File: src/inc/ttrb_pkg.sv
// Shared constants for the 16-bit reload and baud-rate timer.
// Assumes one oscillator clock; all slower rates are enable pulses.
package ttrb_pkg;

  // Count limits and reset value.
  localparam logic [15:0] TTRB_COUNT_MAX   = 16'hFFFF;
  localparam logic [15:0] TTRB_COUNT_RST   = 16'h0000;
  // Machine cycle is twelve oscillator clocks: prescaler 0 to 11.
  localparam logic [3:0]  TTRB_PRESC_LAST  = 4'hB;
  localparam logic [3:0]  TTRB_PRESC_RST   = 4'h0;
  // Serial bit rate is the selected overflow rate divided by sixteen.
  localparam logic [3:0]  TTRB_BAUD_LAST   = 4'hF;
  localparam logic [3:0]  TTRB_BAUD_RST    = 4'h0;
  // Pins idle high, so synchronisers reset high to avoid a false edge.
  localparam logic [1:0]  TTRB_PIN_IDLE    = 2'h3;
  // Bit positions in the synchronised pin vector.
  localparam int          TTRB_PIN_TRIG    = 0;
  localparam int          TTRB_PIN_COUNT   = 1;
  // Channel positions for the serial clock selects and ticks.
  localparam int          TTRB_CH_RX       = 0;
  localparam int          TTRB_CH_TX       = 1;
  localparam int          TTRB_CHANNELS    = 2;

  // Operating behaviour chosen from the control inputs.
  typedef enum logic [1:0] {
    TTRB_MODE_UP,
    TTRB_MODE_UPDOWN,
    TTRB_MODE_BAUD
  } ttrb_mode_t;

endpackage

File: src/inc/ttrb_sync_if.sv
// Carrier for synchronised pin levels and their falling-edge pulses.
// Assumes both ends run on core_clk.
`timescale 1ns/1ps
interface ttrb_sync_if;
  logic [1:0] level;
  logic [1:0] fall;
  modport src (output level, output fall);
  modport dst (input level, input fall);
endinterface

File: src/rtl/ttrb_sync.sv
// Two-flop synchronisers and falling-edge detection for the trigger
// and external count pins.
// Assumes pins are asynchronous to core_clk and idle high.
`timescale 1ns/1ps
module ttrb_sync (
  input  wire logic       core_clk,
  input  wire logic       rstn,
  input  wire logic [1:0] pins,
  ttrb_sync_if.src        sync
);

  typedef struct packed {
    logic [1:0] meta;
    logic [1:0] stable;
    logic [1:0] prev;
  } ttrb_sync_state_t;

  ttrb_sync_state_t state_reg;
  ttrb_sync_state_t state_next;

  // sync before edges.
  // The first stage feeds only the second; edges look at later stages.
  always_comb begin
    state_next        = state_reg;
    state_next.meta   = pins;
    state_next.stable = state_reg.meta;
    state_next.prev   = state_reg.stable;
  end

  always_ff @(posedge core_clk or negedge rstn) begin
    if (!rstn) begin
      state_reg <= '{meta:   ttrb_pkg::TTRB_PIN_IDLE,
                     stable: ttrb_pkg::TTRB_PIN_IDLE,
                     prev:   ttrb_pkg::TTRB_PIN_IDLE};
    end else begin
      state_reg <= state_next;
    end
  end

  // Outputs come straight from flip-flops and a single gate.
  assign sync.level = state_reg.stable;
  assign sync.fall  = state_reg.prev & ~state_reg.stable;

  edge_once_a: assert property (
    @(posedge core_clk) disable iff (!rstn)
    (sync.fall != 2'h0) |=> ((sync.fall & $past(sync.fall)) == 2'h0))
    else $error("Falling edge reported on two cycles in a row.");

endmodule

File: src/rtl/ttrb_timer.sv
// Sixteen-bit auto-reload timer with baud-rate generator behaviour.
// Assumes core_clk is the oscillator; control bits and reload bytes
// are held by software elsewhere and arrive as plain ports.
`timescale 1ns/1ps
module ttrb_timer (
  input  wire logic       core_clk,
  input  wire logic       rstn,
  input  wire logic       run_control,
  input  wire logic       counter_timer_select,
  input  wire logic       down_count_enable,
  input  wire logic       ext_trigger_enable,
  input  wire logic       tx_clock_select,
  input  wire logic       rx_clock_select,
  input  wire logic       timer_irq_enable,
  input  wire logic [7:0] reload_low_byte,
  input  wire logic [7:0] reload_high_byte,
  input  wire logic       count_wr_en,
  input  wire logic [15:0] count_wr_data,
  input  wire logic       overflow_flag_clr,
  input  wire logic       external_flag_clr,
  input  wire logic       trigger_direction_input,
  input  wire logic       external_count_input,
  input  wire logic       timer1_overflow,
  output logic      [7:0] count_low_byte,
  output logic      [7:0] count_high_byte,
  output logic            overflow_flag,
  output logic            external_flag,
  output logic            timer_irq,
  output logic            timer2_overflow,
  output logic            rx_baud_tick,
  output logic            tx_baud_tick
);

  typedef struct packed {
    logic [15:0]     count;
    logic            ovf_flag;
    logic            ext_flag;
    logic [3:0]      presc;
    logic            ovf_pulse;
    logic [1:0][3:0] div;
    logic [1:0]      bit_tick;
  } ttrb_state_t;

  ttrb_state_t          state_reg;
  ttrb_state_t          state_next;
  ttrb_pkg::ttrb_mode_t mode;
  logic [15:0]          reload;
  logic [1:0]           clk_sel;
  logic [1:0]           ch_src;
  logic                 baud_mode;
  logic                 mach_tick;
  logic                 state_tick;
  logic                 int_step;
  logic                 cnt_step;
  logic                 count_up;
  logic                 trig_evt;
  logic                 wrap_up;
  logic                 wrap_dn;
  logic                 of_set;
  logic                 ef_set;
  logic                 ef_tog;

  ttrb_sync_if sync_bus ();

  // Pin order matches the trigger and count positions in the package.
  ttrb_sync u_sync (
    .core_clk (core_clk),
    .rstn     (rstn),
    .pins     ({external_count_input, trigger_direction_input}),
    .sync     (sync_bus.src)
  );

  assign reload    = {reload_high_byte, reload_low_byte};
  assign clk_sel   = {tx_clock_select, rx_clock_select};
  assign baud_mode = tx_clock_select | rx_clock_select;

  // Mode decode: any serial clock select forces baud behaviour.
  always_comb begin
    if (baud_mode) begin
      mode = ttrb_pkg::TTRB_MODE_BAUD;
    end else if (down_count_enable) begin
      mode = ttrb_pkg::TTRB_MODE_UPDOWN;
    end else begin
      mode = ttrb_pkg::TTRB_MODE_UP;
    end
  end

  // Step and wrap decode, shared by every mode.
  always_comb begin
    mach_tick  = (state_reg.presc == ttrb_pkg::TTRB_PRESC_LAST);
    state_tick = state_reg.presc[0];
    // state-time rate.
    // Baud mode uses every second clock rather than every twelfth.
    int_step   = baud_mode ? state_tick : mach_tick;
    cnt_step   = run_control & (counter_timer_select
                 ? sync_bus.fall[ttrb_pkg::TTRB_PIN_COUNT] : int_step);
    // up by default.
    // Direction follows the trigger level only in up/down mode.
    count_up   = (mode != ttrb_pkg::TTRB_MODE_UPDOWN)
                 | sync_bus.level[ttrb_pkg::TTRB_PIN_TRIG];
    trig_evt   = ext_trigger_enable
                 & sync_bus.fall[ttrb_pkg::TTRB_PIN_TRIG];
    wrap_up    = cnt_step & count_up
                 & (state_reg.count == ttrb_pkg::TTRB_COUNT_MAX);
    wrap_dn    = cnt_step & ~count_up & (state_reg.count == reload);
  end

  // Next-state logic for count, flags, prescaler and serial dividers.
  always_comb begin
    state_next = state_reg;
    of_set     = 1'b0;
    ef_set     = 1'b0;
    ef_tog     = 1'b0;
    ch_src     = 2'h0;
    state_next.presc = mach_tick ? ttrb_pkg::TTRB_PRESC_RST
                     : 4'(state_reg.presc + 4'h1);
    unique case (mode)
      ttrb_pkg::TTRB_MODE_BAUD: begin
        if (wrap_up) begin
          state_next.count = reload;
        end else if (cnt_step) begin
          state_next.count = 16'(state_reg.count + 16'h0001);
        end
        ef_set = trig_evt;
      end
      ttrb_pkg::TTRB_MODE_UPDOWN: begin
        if (wrap_up) begin
          state_next.count = reload;
        end else if (wrap_dn) begin
          state_next.count = ttrb_pkg::TTRB_COUNT_MAX;
        end else if (cnt_step) begin
          state_next.count = count_up
            ? 16'(state_reg.count + 16'h0001)
            : 16'(state_reg.count - 16'h0001);
        end
        of_set = wrap_up | wrap_dn;
        ef_tog = wrap_up | wrap_dn;
      end
      ttrb_pkg::TTRB_MODE_UP: begin
        if (wrap_up | trig_evt) begin
          state_next.count = reload;
        end else if (cnt_step) begin
          state_next.count = 16'(state_reg.count + 16'h0001);
        end
        of_set = wrap_up;
        ef_set = trig_evt;
      end
    endcase
    // software write.
    // A direct write wins over counting; software must stop the timer
    // first in baud mode, otherwise a reload can be lost.
    if (count_wr_en) begin
      state_next.count = count_wr_data;
    end
    // Hardware events win over a software clear in the same cycle.
    state_next.ovf_flag = (state_reg.ovf_flag & ~overflow_flag_clr)
                          | of_set;
    state_next.ext_flag = ((state_reg.ext_flag & ~external_flag_clr)
                          | ef_set) ^ ef_tog;
    // Overflow pulses reach the serial port only in baud mode.
    state_next.ovf_pulse = baud_mode & wrap_up;
    for (int ch = 0; ch < ttrb_pkg::TTRB_CHANNELS; ch++) begin
      ch_src[ch] = clk_sel[ch] ? state_reg.ovf_pulse : timer1_overflow;
      if (ch_src[ch]) begin
        state_next.div[ch] = 4'(state_reg.div[ch] + 4'h1);
      end
      state_next.bit_tick[ch] = ch_src[ch]
        & (state_reg.div[ch] == ttrb_pkg::TTRB_BAUD_LAST);
    end
  end

  always_ff @(posedge core_clk or negedge rstn) begin
    if (!rstn) begin
      state_reg <= '{count:     ttrb_pkg::TTRB_COUNT_RST,
                     ovf_flag:  1'b0,
                     ext_flag:  1'b0,
                     presc:     ttrb_pkg::TTRB_PRESC_RST,
                     ovf_pulse: 1'b0,
                     div:       {ttrb_pkg::TTRB_BAUD_RST,
                                 ttrb_pkg::TTRB_BAUD_RST},
                     bit_tick:  2'h0};
    end else begin
      state_reg <= state_next;
    end
  end

  // Outputs from the state register.
  assign count_low_byte  = state_reg.count[7:0];
  assign count_high_byte = state_reg.count[15:8];
  assign overflow_flag   = state_reg.ovf_flag;
  assign external_flag   = state_reg.ext_flag;
  assign timer2_overflow = state_reg.ovf_pulse;
  assign rx_baud_tick    = state_reg.bit_tick[ttrb_pkg::TTRB_CH_RX];
  assign tx_baud_tick    = state_reg.bit_tick[ttrb_pkg::TTRB_CH_TX];

  // no interrupt.
  // In up/down mode the external flag is a count bit, not an event.
  assign timer_irq = timer_irq_enable
                     & (state_reg.ovf_flag
                        | (state_reg.ext_flag & ~down_count_enable));

  up_reload_a: assert property (
    @(posedge core_clk) disable iff (!rstn)
    (mode == ttrb_pkg::TTRB_MODE_UP && wrap_up && !count_wr_en)
    |=> ({count_high_byte, count_low_byte} == $past(reload))
        && overflow_flag)
    else $error("Up overflow did not reload and set the flag.");

  trig_reload_a: assert property (
    @(posedge core_clk) disable iff (!rstn)
    (mode == ttrb_pkg::TTRB_MODE_UP && trig_evt && !count_wr_en)
    |=> ({count_high_byte, count_low_byte} == $past(reload))
        && external_flag)
    else $error("Trigger fall did not reload and set external flag.");

  irq_raise_a: assert property (
    @(posedge core_clk) disable iff (!rstn)
    (timer_irq_enable && !down_count_enable
     && (overflow_flag || external_flag)) |-> timer_irq)
    else $error("Set flag did not raise the interrupt.");

  down_wrap_a: assert property (
    @(posedge core_clk) disable iff (!rstn)
    (mode == ttrb_pkg::TTRB_MODE_UPDOWN && wrap_dn && !count_wr_en)
    |=> ({count_high_byte, count_low_byte} == ttrb_pkg::TTRB_COUNT_MAX)
        && overflow_flag)
    else $error("Underflow did not load all ones and set the flag.");

  // A clear in the wrap cycle is applied first, then the toggle.
  ext_toggle_a: assert property (
    @(posedge core_clk) disable iff (!rstn)
    (mode == ttrb_pkg::TTRB_MODE_UPDOWN && (wrap_up || wrap_dn))
    |=> (external_flag
         != ($past(external_flag) && !$past(external_flag_clr))))
    else $error("External flag did not toggle on wrap.");

  updown_ovf_a: assert property (
    @(posedge core_clk) disable iff (!rstn)
    (mode == ttrb_pkg::TTRB_MODE_UPDOWN && wrap_up && !count_wr_en)
    |=> ({count_high_byte, count_low_byte} == $past(reload))
        && overflow_flag)
    else $error("Up/down overflow did not reload and set the flag.");

  baud_reload_a: assert property (
    @(posedge core_clk) disable iff (!rstn)
    (baud_mode && wrap_up && !count_wr_en)
    |=> ({count_high_byte, count_low_byte} == $past(reload))
        && timer2_overflow)
    else $error("Baud rollover did not reload and pulse overflow.");

  bit_tick_a: assert property (
    @(posedge core_clk) disable iff (!rstn)
    tx_baud_tick |-> ($past(state_reg.div[ttrb_pkg::TTRB_CH_TX])
                      == ttrb_pkg::TTRB_BAUD_LAST)
                     && $past(ch_src[ttrb_pkg::TTRB_CH_TX]))
    else $error("Transmit bit tick not on sixteenth source pulse.");

  state_rate_a: assert property (
    @(posedge core_clk) disable iff (!rstn)
    state_tick |=> !state_tick ##1 state_tick)
    else $error("State-time tick not every second clock.");

  baud_noflag_a: assert property (
    @(posedge core_clk) disable iff (!rstn)
    (baud_mode && !overflow_flag) |=> !overflow_flag)
    else $error("Baud mode set the overflow flag.");

  baud_trig_a: assert property (
    @(posedge core_clk) disable iff (!rstn)
    (baud_mode && trig_evt && !cnt_step && !count_wr_en)
    |=> external_flag && $stable({count_high_byte, count_low_byte}))
    else $error("Baud mode trigger reloaded or missed the flag.");

  run_stop_a: assert property (
    @(posedge core_clk) disable iff (!rstn)
    (!run_control && !count_wr_en && !trig_evt)
    |=> $stable({count_high_byte, count_low_byte}))
    else $error("Count moved while stopped.");

endmodule

File: config.mk
export PLATFORM = sky130hd
export DESIGN_NAME = ttrb_timer
export DESIGN_NICKNAME = d
export VERILOG_FILES = /design/src/inc/ttrb_pkg.sv /design/src/inc/ttrb_sync_if.sv /design/src/rtl/ttrb_sync.sv /design/src/rtl/ttrb_timer.sv
export SDC_FILE = /design/constraint.sdc
export NUM_CORES = 1
export LEC_CHECK = 0
export BUFFER_PORTS_ARGS = -buffer_cell sky130_fd_sc_hd__buf_4
export CAP_MARGIN = 20
export CORE_MARGIN = 1.5
export CORE_UTILIZATION = 55
export CTS_CLUSTER_SIZE = 20
export DETAILED_ROUTE_END_ITERATION = 8
export PLACE_DENSITY = 0.89
export REMOVE_ABC_BUFFERS = 1
export SYNTH_ARGS = -nofsm -noshare
export SYNTH_HDL_FRONTEND = slang
export SYNTH_SLANG_ARGS = --single-unit
export TNS_END_PERCENT = 30
File: constraint.sdc
create_clock -name core_clk -period 5.1 [get_ports core_clk]
set_input_delay 0.51 -clock core_clk [delete_from_list [all_inputs] [get_ports core_clk]]
set_output_delay 0.51 -clock core_clk [all_outputs]
set_load 0.1 [all_outputs]
==> impl_results.md <==
* Total number of vias at 3437
* Crit path max-delay family: simple AND/OR/NAND/NOR gates
* Number of global-route vias before repair at 3288
* Maximum ir drop on the vdd rail at 0.000212 V
* Slowest library cell on the worst path: nor4_4
* Final Core Density at 65.4%
* Initial antenna violation count at 0
* Critical path required time at 5.30 ns
* Accumulated negative setup slack at 0 ns
* Routed wl met2 at 4990 microns
* Number of iterations in the first detailed-routing pass at 6
* Smallest setup slack after layout at 2.18 ns
* Placed Instance Area at 0.00381 sq mm
* Worst path arrival time at 3.12 ns
* Residual overflow from global routing at 0
* Leakage power total at 1.60 nW
* I/O pin cnt at 69
* Total track usage at 33.0%
* Power per cell area at 307 mW/mm^2
* CP Launch Type: flip-flop
* Number of resized instances in the post-cts repair step at 0
* Setup slack at placement at 2.26 ns
* Fraction of synthesized cell area in xor and xnor cells at 10.3%
* Initial core utilization at 58.0%
* Logic depth of the worst register-to-register path at 7
* Run status: finished, final reports clean
* Final routed wirelength across all metal layers at 10800 microns
* Reg-to-reg critical path endpoint: count_low_byte[1]
* Average via count per standard cell at 6.83
* Slew @ Worst Pin at 0.857 ns
* Most used standard cell by instance count after synthesis: dfrtp_1
* Final count of pins violating max slew at 0
* Fraction of layout instances using a drive strength above 1 at 25.0%
* Initial detailed-routing violation count at 349
* Global-route wire length before repair at 16700 microns
* Clock Pin Slew Worst Setup and Hold Paths at 0.09 ns
* Clock period minus final worst setup slack at 2.92 ns
* Number of clock buffers inserted by TritonCTS at 5
* Cell area after synthesis at 0.00349 sq mm
* Max Fanout on Critical Path at 9
* Delay of the slowest cell on the worst path at 0.62 ns
* Clock root buffer: clkbuf_8
* R2R setup slack at 2.18 ns
* Overall die area at 0.00684 sq mm
* Area share of the largest cell type after synthesis at 23.6%
* Input/output buffers at 68
* Length of routed wiring on met1 at 4500 microns
* Most used flip-flop cell after synthesis: dfrtp_1
* Weighted congestion reported at the end of routability-driven placement at 0.946
* H-Tree Depth at 2
* Signed area change from the synthesized netlist to the final layout at 12.8%
* Remaining DRCs at 0
* Final Cycle Share at 57.2%
* X dimension of the die at 82.7 microns
* Layout Cell Area excl Fill at 0.00394 sq mm
* Remaining number of nets flagged by the antenna check after routing at 0
* Max Root-Sink Buffers at 2
* Number of enable-type register cells in the synthesized netlist at 0
* Complex-gate fraction of the synthesized area at 21.9%
* Cell Rows at 28
* Pin count of the biggest net entering global routing at 40
* CTS tree: yes
* Syn Area/Cell at 8.85 sq um
* Number of storage elements in the synthesis netlist at 39
* Number of flip-flops under the largest register name at 12
* Crit. End Element: flip-flop
* Detailed-route wire length per cell at 21.5 microns
* Total Nets Final at 479
* Highest metal layer with signal wires: met4
* Fraction of the mapped netlist area in adder cells at 1.79%
* Setup Fix Bufs, Post-CTS at 0
* Number of diodes added for antenna fixing at 0
* Number of instances in the synthesized netlist at 395
* Most area-hungry cell type in the Yosys netlist: dfrtp_1
* Estimated wirelength of the detail-placed design at 7750 microns
* Buffers & Inverters on Critical Path at 0
* Synth warnings at 0
* Sequential share of the synthesized area at 28.1%
* Multiplexer share of the synthesized area at 2.76%
* Insertion delay of the later-clocked pin in the worst-skew pair at 0.30 ns
* Area share of and/or/nand/nor cells after synthesis at 25.7%
* Yosys cell types at 67
* # fillers at 516
* Clk sink count at 39
* Async SR Flop Fraction at 100%
* Most common library cells after synthesis: dfrtp_1 (33), xor2_1 (31), nand2_1 (25), o21ai_0 (22), buf_4 (20)
* Die boundary height at 82.7 microns
* Rel. slew slack at 42.9%
* Most area-consuming cells after synthesis: dfrtp_1 (24%), xor2_1 (7.8%), dfstp_2 (4.5%), buf_4 (4.3%), o21ai_0 (3.2%)
* Final hold viol count at 0
* Placeable Area at 0.00603 sq mm
* Worst flop-to-flop path startpoint: count_low_byte[0]
* Maximum frequency from static timing analysis at 343 MHz
* Maxcap violations at 0
* Crit path top cell by count: a211oi_1
* Worst min-delay path class: input port to asynchronous set/reset pin
* Worst clock skew at 0.0140 ns
* Critical path, cell by cell: ha_1 > and3_1 > nand4_1 > nor4_4 > a211oi_1 > nor3b_1 > a211oi_1
* Hold_buf cts at 0
* Sum of met3 wire segment lengths after detailed routing at 1090 microns
* RSZ-0062 raised after global routing: no
* Largest family of logic cells by synthesized area: simple AND/OR/NAND/NOR gates
* Setup-failing EPs final at 0
* Crit Path Category: flip-flop to flip-flop
[area by class of cell]
cell class              count  area (sq um)  share of cell area [%]
repair buffers             70           526                    13.3
multi-input cells         305          2180                    55.4
flip-flops and latches     39           983                    24.9
well taps                  75          93.8                    2.38
clock inverters             2          60.1                    1.52
inverters                   6          22.5                   0.571
clock buffers               6          72.6                    1.84
[metal layers]
layer,global-route usage [%],vias up
met3,7.91,37
li1,-,1542
met2,53.1,234
met4,10.5,0
met5,0,-
met1,43.4,1624
[logic make-up after synthesis]
group                      Yosys count
AOI/OAI and AO/OA                  104
xor gates and xnor gates            41
muxes                                9
buffers and inverters               51
DFF                                 39
adders and majority gates            5
and+or+nand+nor                    146
[worst max path at each step]
stage                     cells after the start         startpoint            endpoint  slack [ns]
final                                         7  count_low_byte[0]   count_low_byte[1]        2.18
after CTS                                     7  count_low_byte[0]   count_low_byte[1]        2.30
after floorplan                               7  count_low_byte[1]  count_high_byte[1]        2.24
after detailed placement                      7    tx_clock_select   count_low_byte[1]        2.26
after global placement                        7    tx_clock_select   count_low_byte[1]        2.37
after global routing                          7  count_low_byte[0]   count_low_byte[1]        2.13
[metrics by stage]
step	instances	total power [W]	hold WS, ns
2_1_floorplan	350	0.000741	0.214
3_3_place_gp	495	0.000869	0.346
3_5_place_dp	495	0.000889	0.347
4_1_cts	503	0.00120	0.198
5_1_grt	503	0.00126	0.208
6_report	503	0.00121	0.171
[power by group]
group	total, W	switching (W)	internal (W)	leakage, nW
sequential	0.000453	0.0000895	0.000363	0.469
combinational	0.000438	0.000286	0.000152	1.07
clock	0.000320	0.000124	0.000196	0.0654
total	0.00121	0.000500	0.000712	1.60
[layout by cell type (no fill, tap or decap), types with 6 or more instances in the layout]
master / n
xnor2_1: 10
nand2b_1: 6
a22oi_1: 9
a21oi_1: 8
o21a_1: 6
nor2_1: 16
dfstp_2: 6
a31oi_1: 6
nand4_1: 9
o31ai_1: 10
xor2_1: 31
nor4_1: 14
nand3_1: 13
nor3_1: 19
nand2_1: 25
buf_4: 70
dfrtp_1: 33
o21ai_0: 22
(Power assumes the default switching activity.)
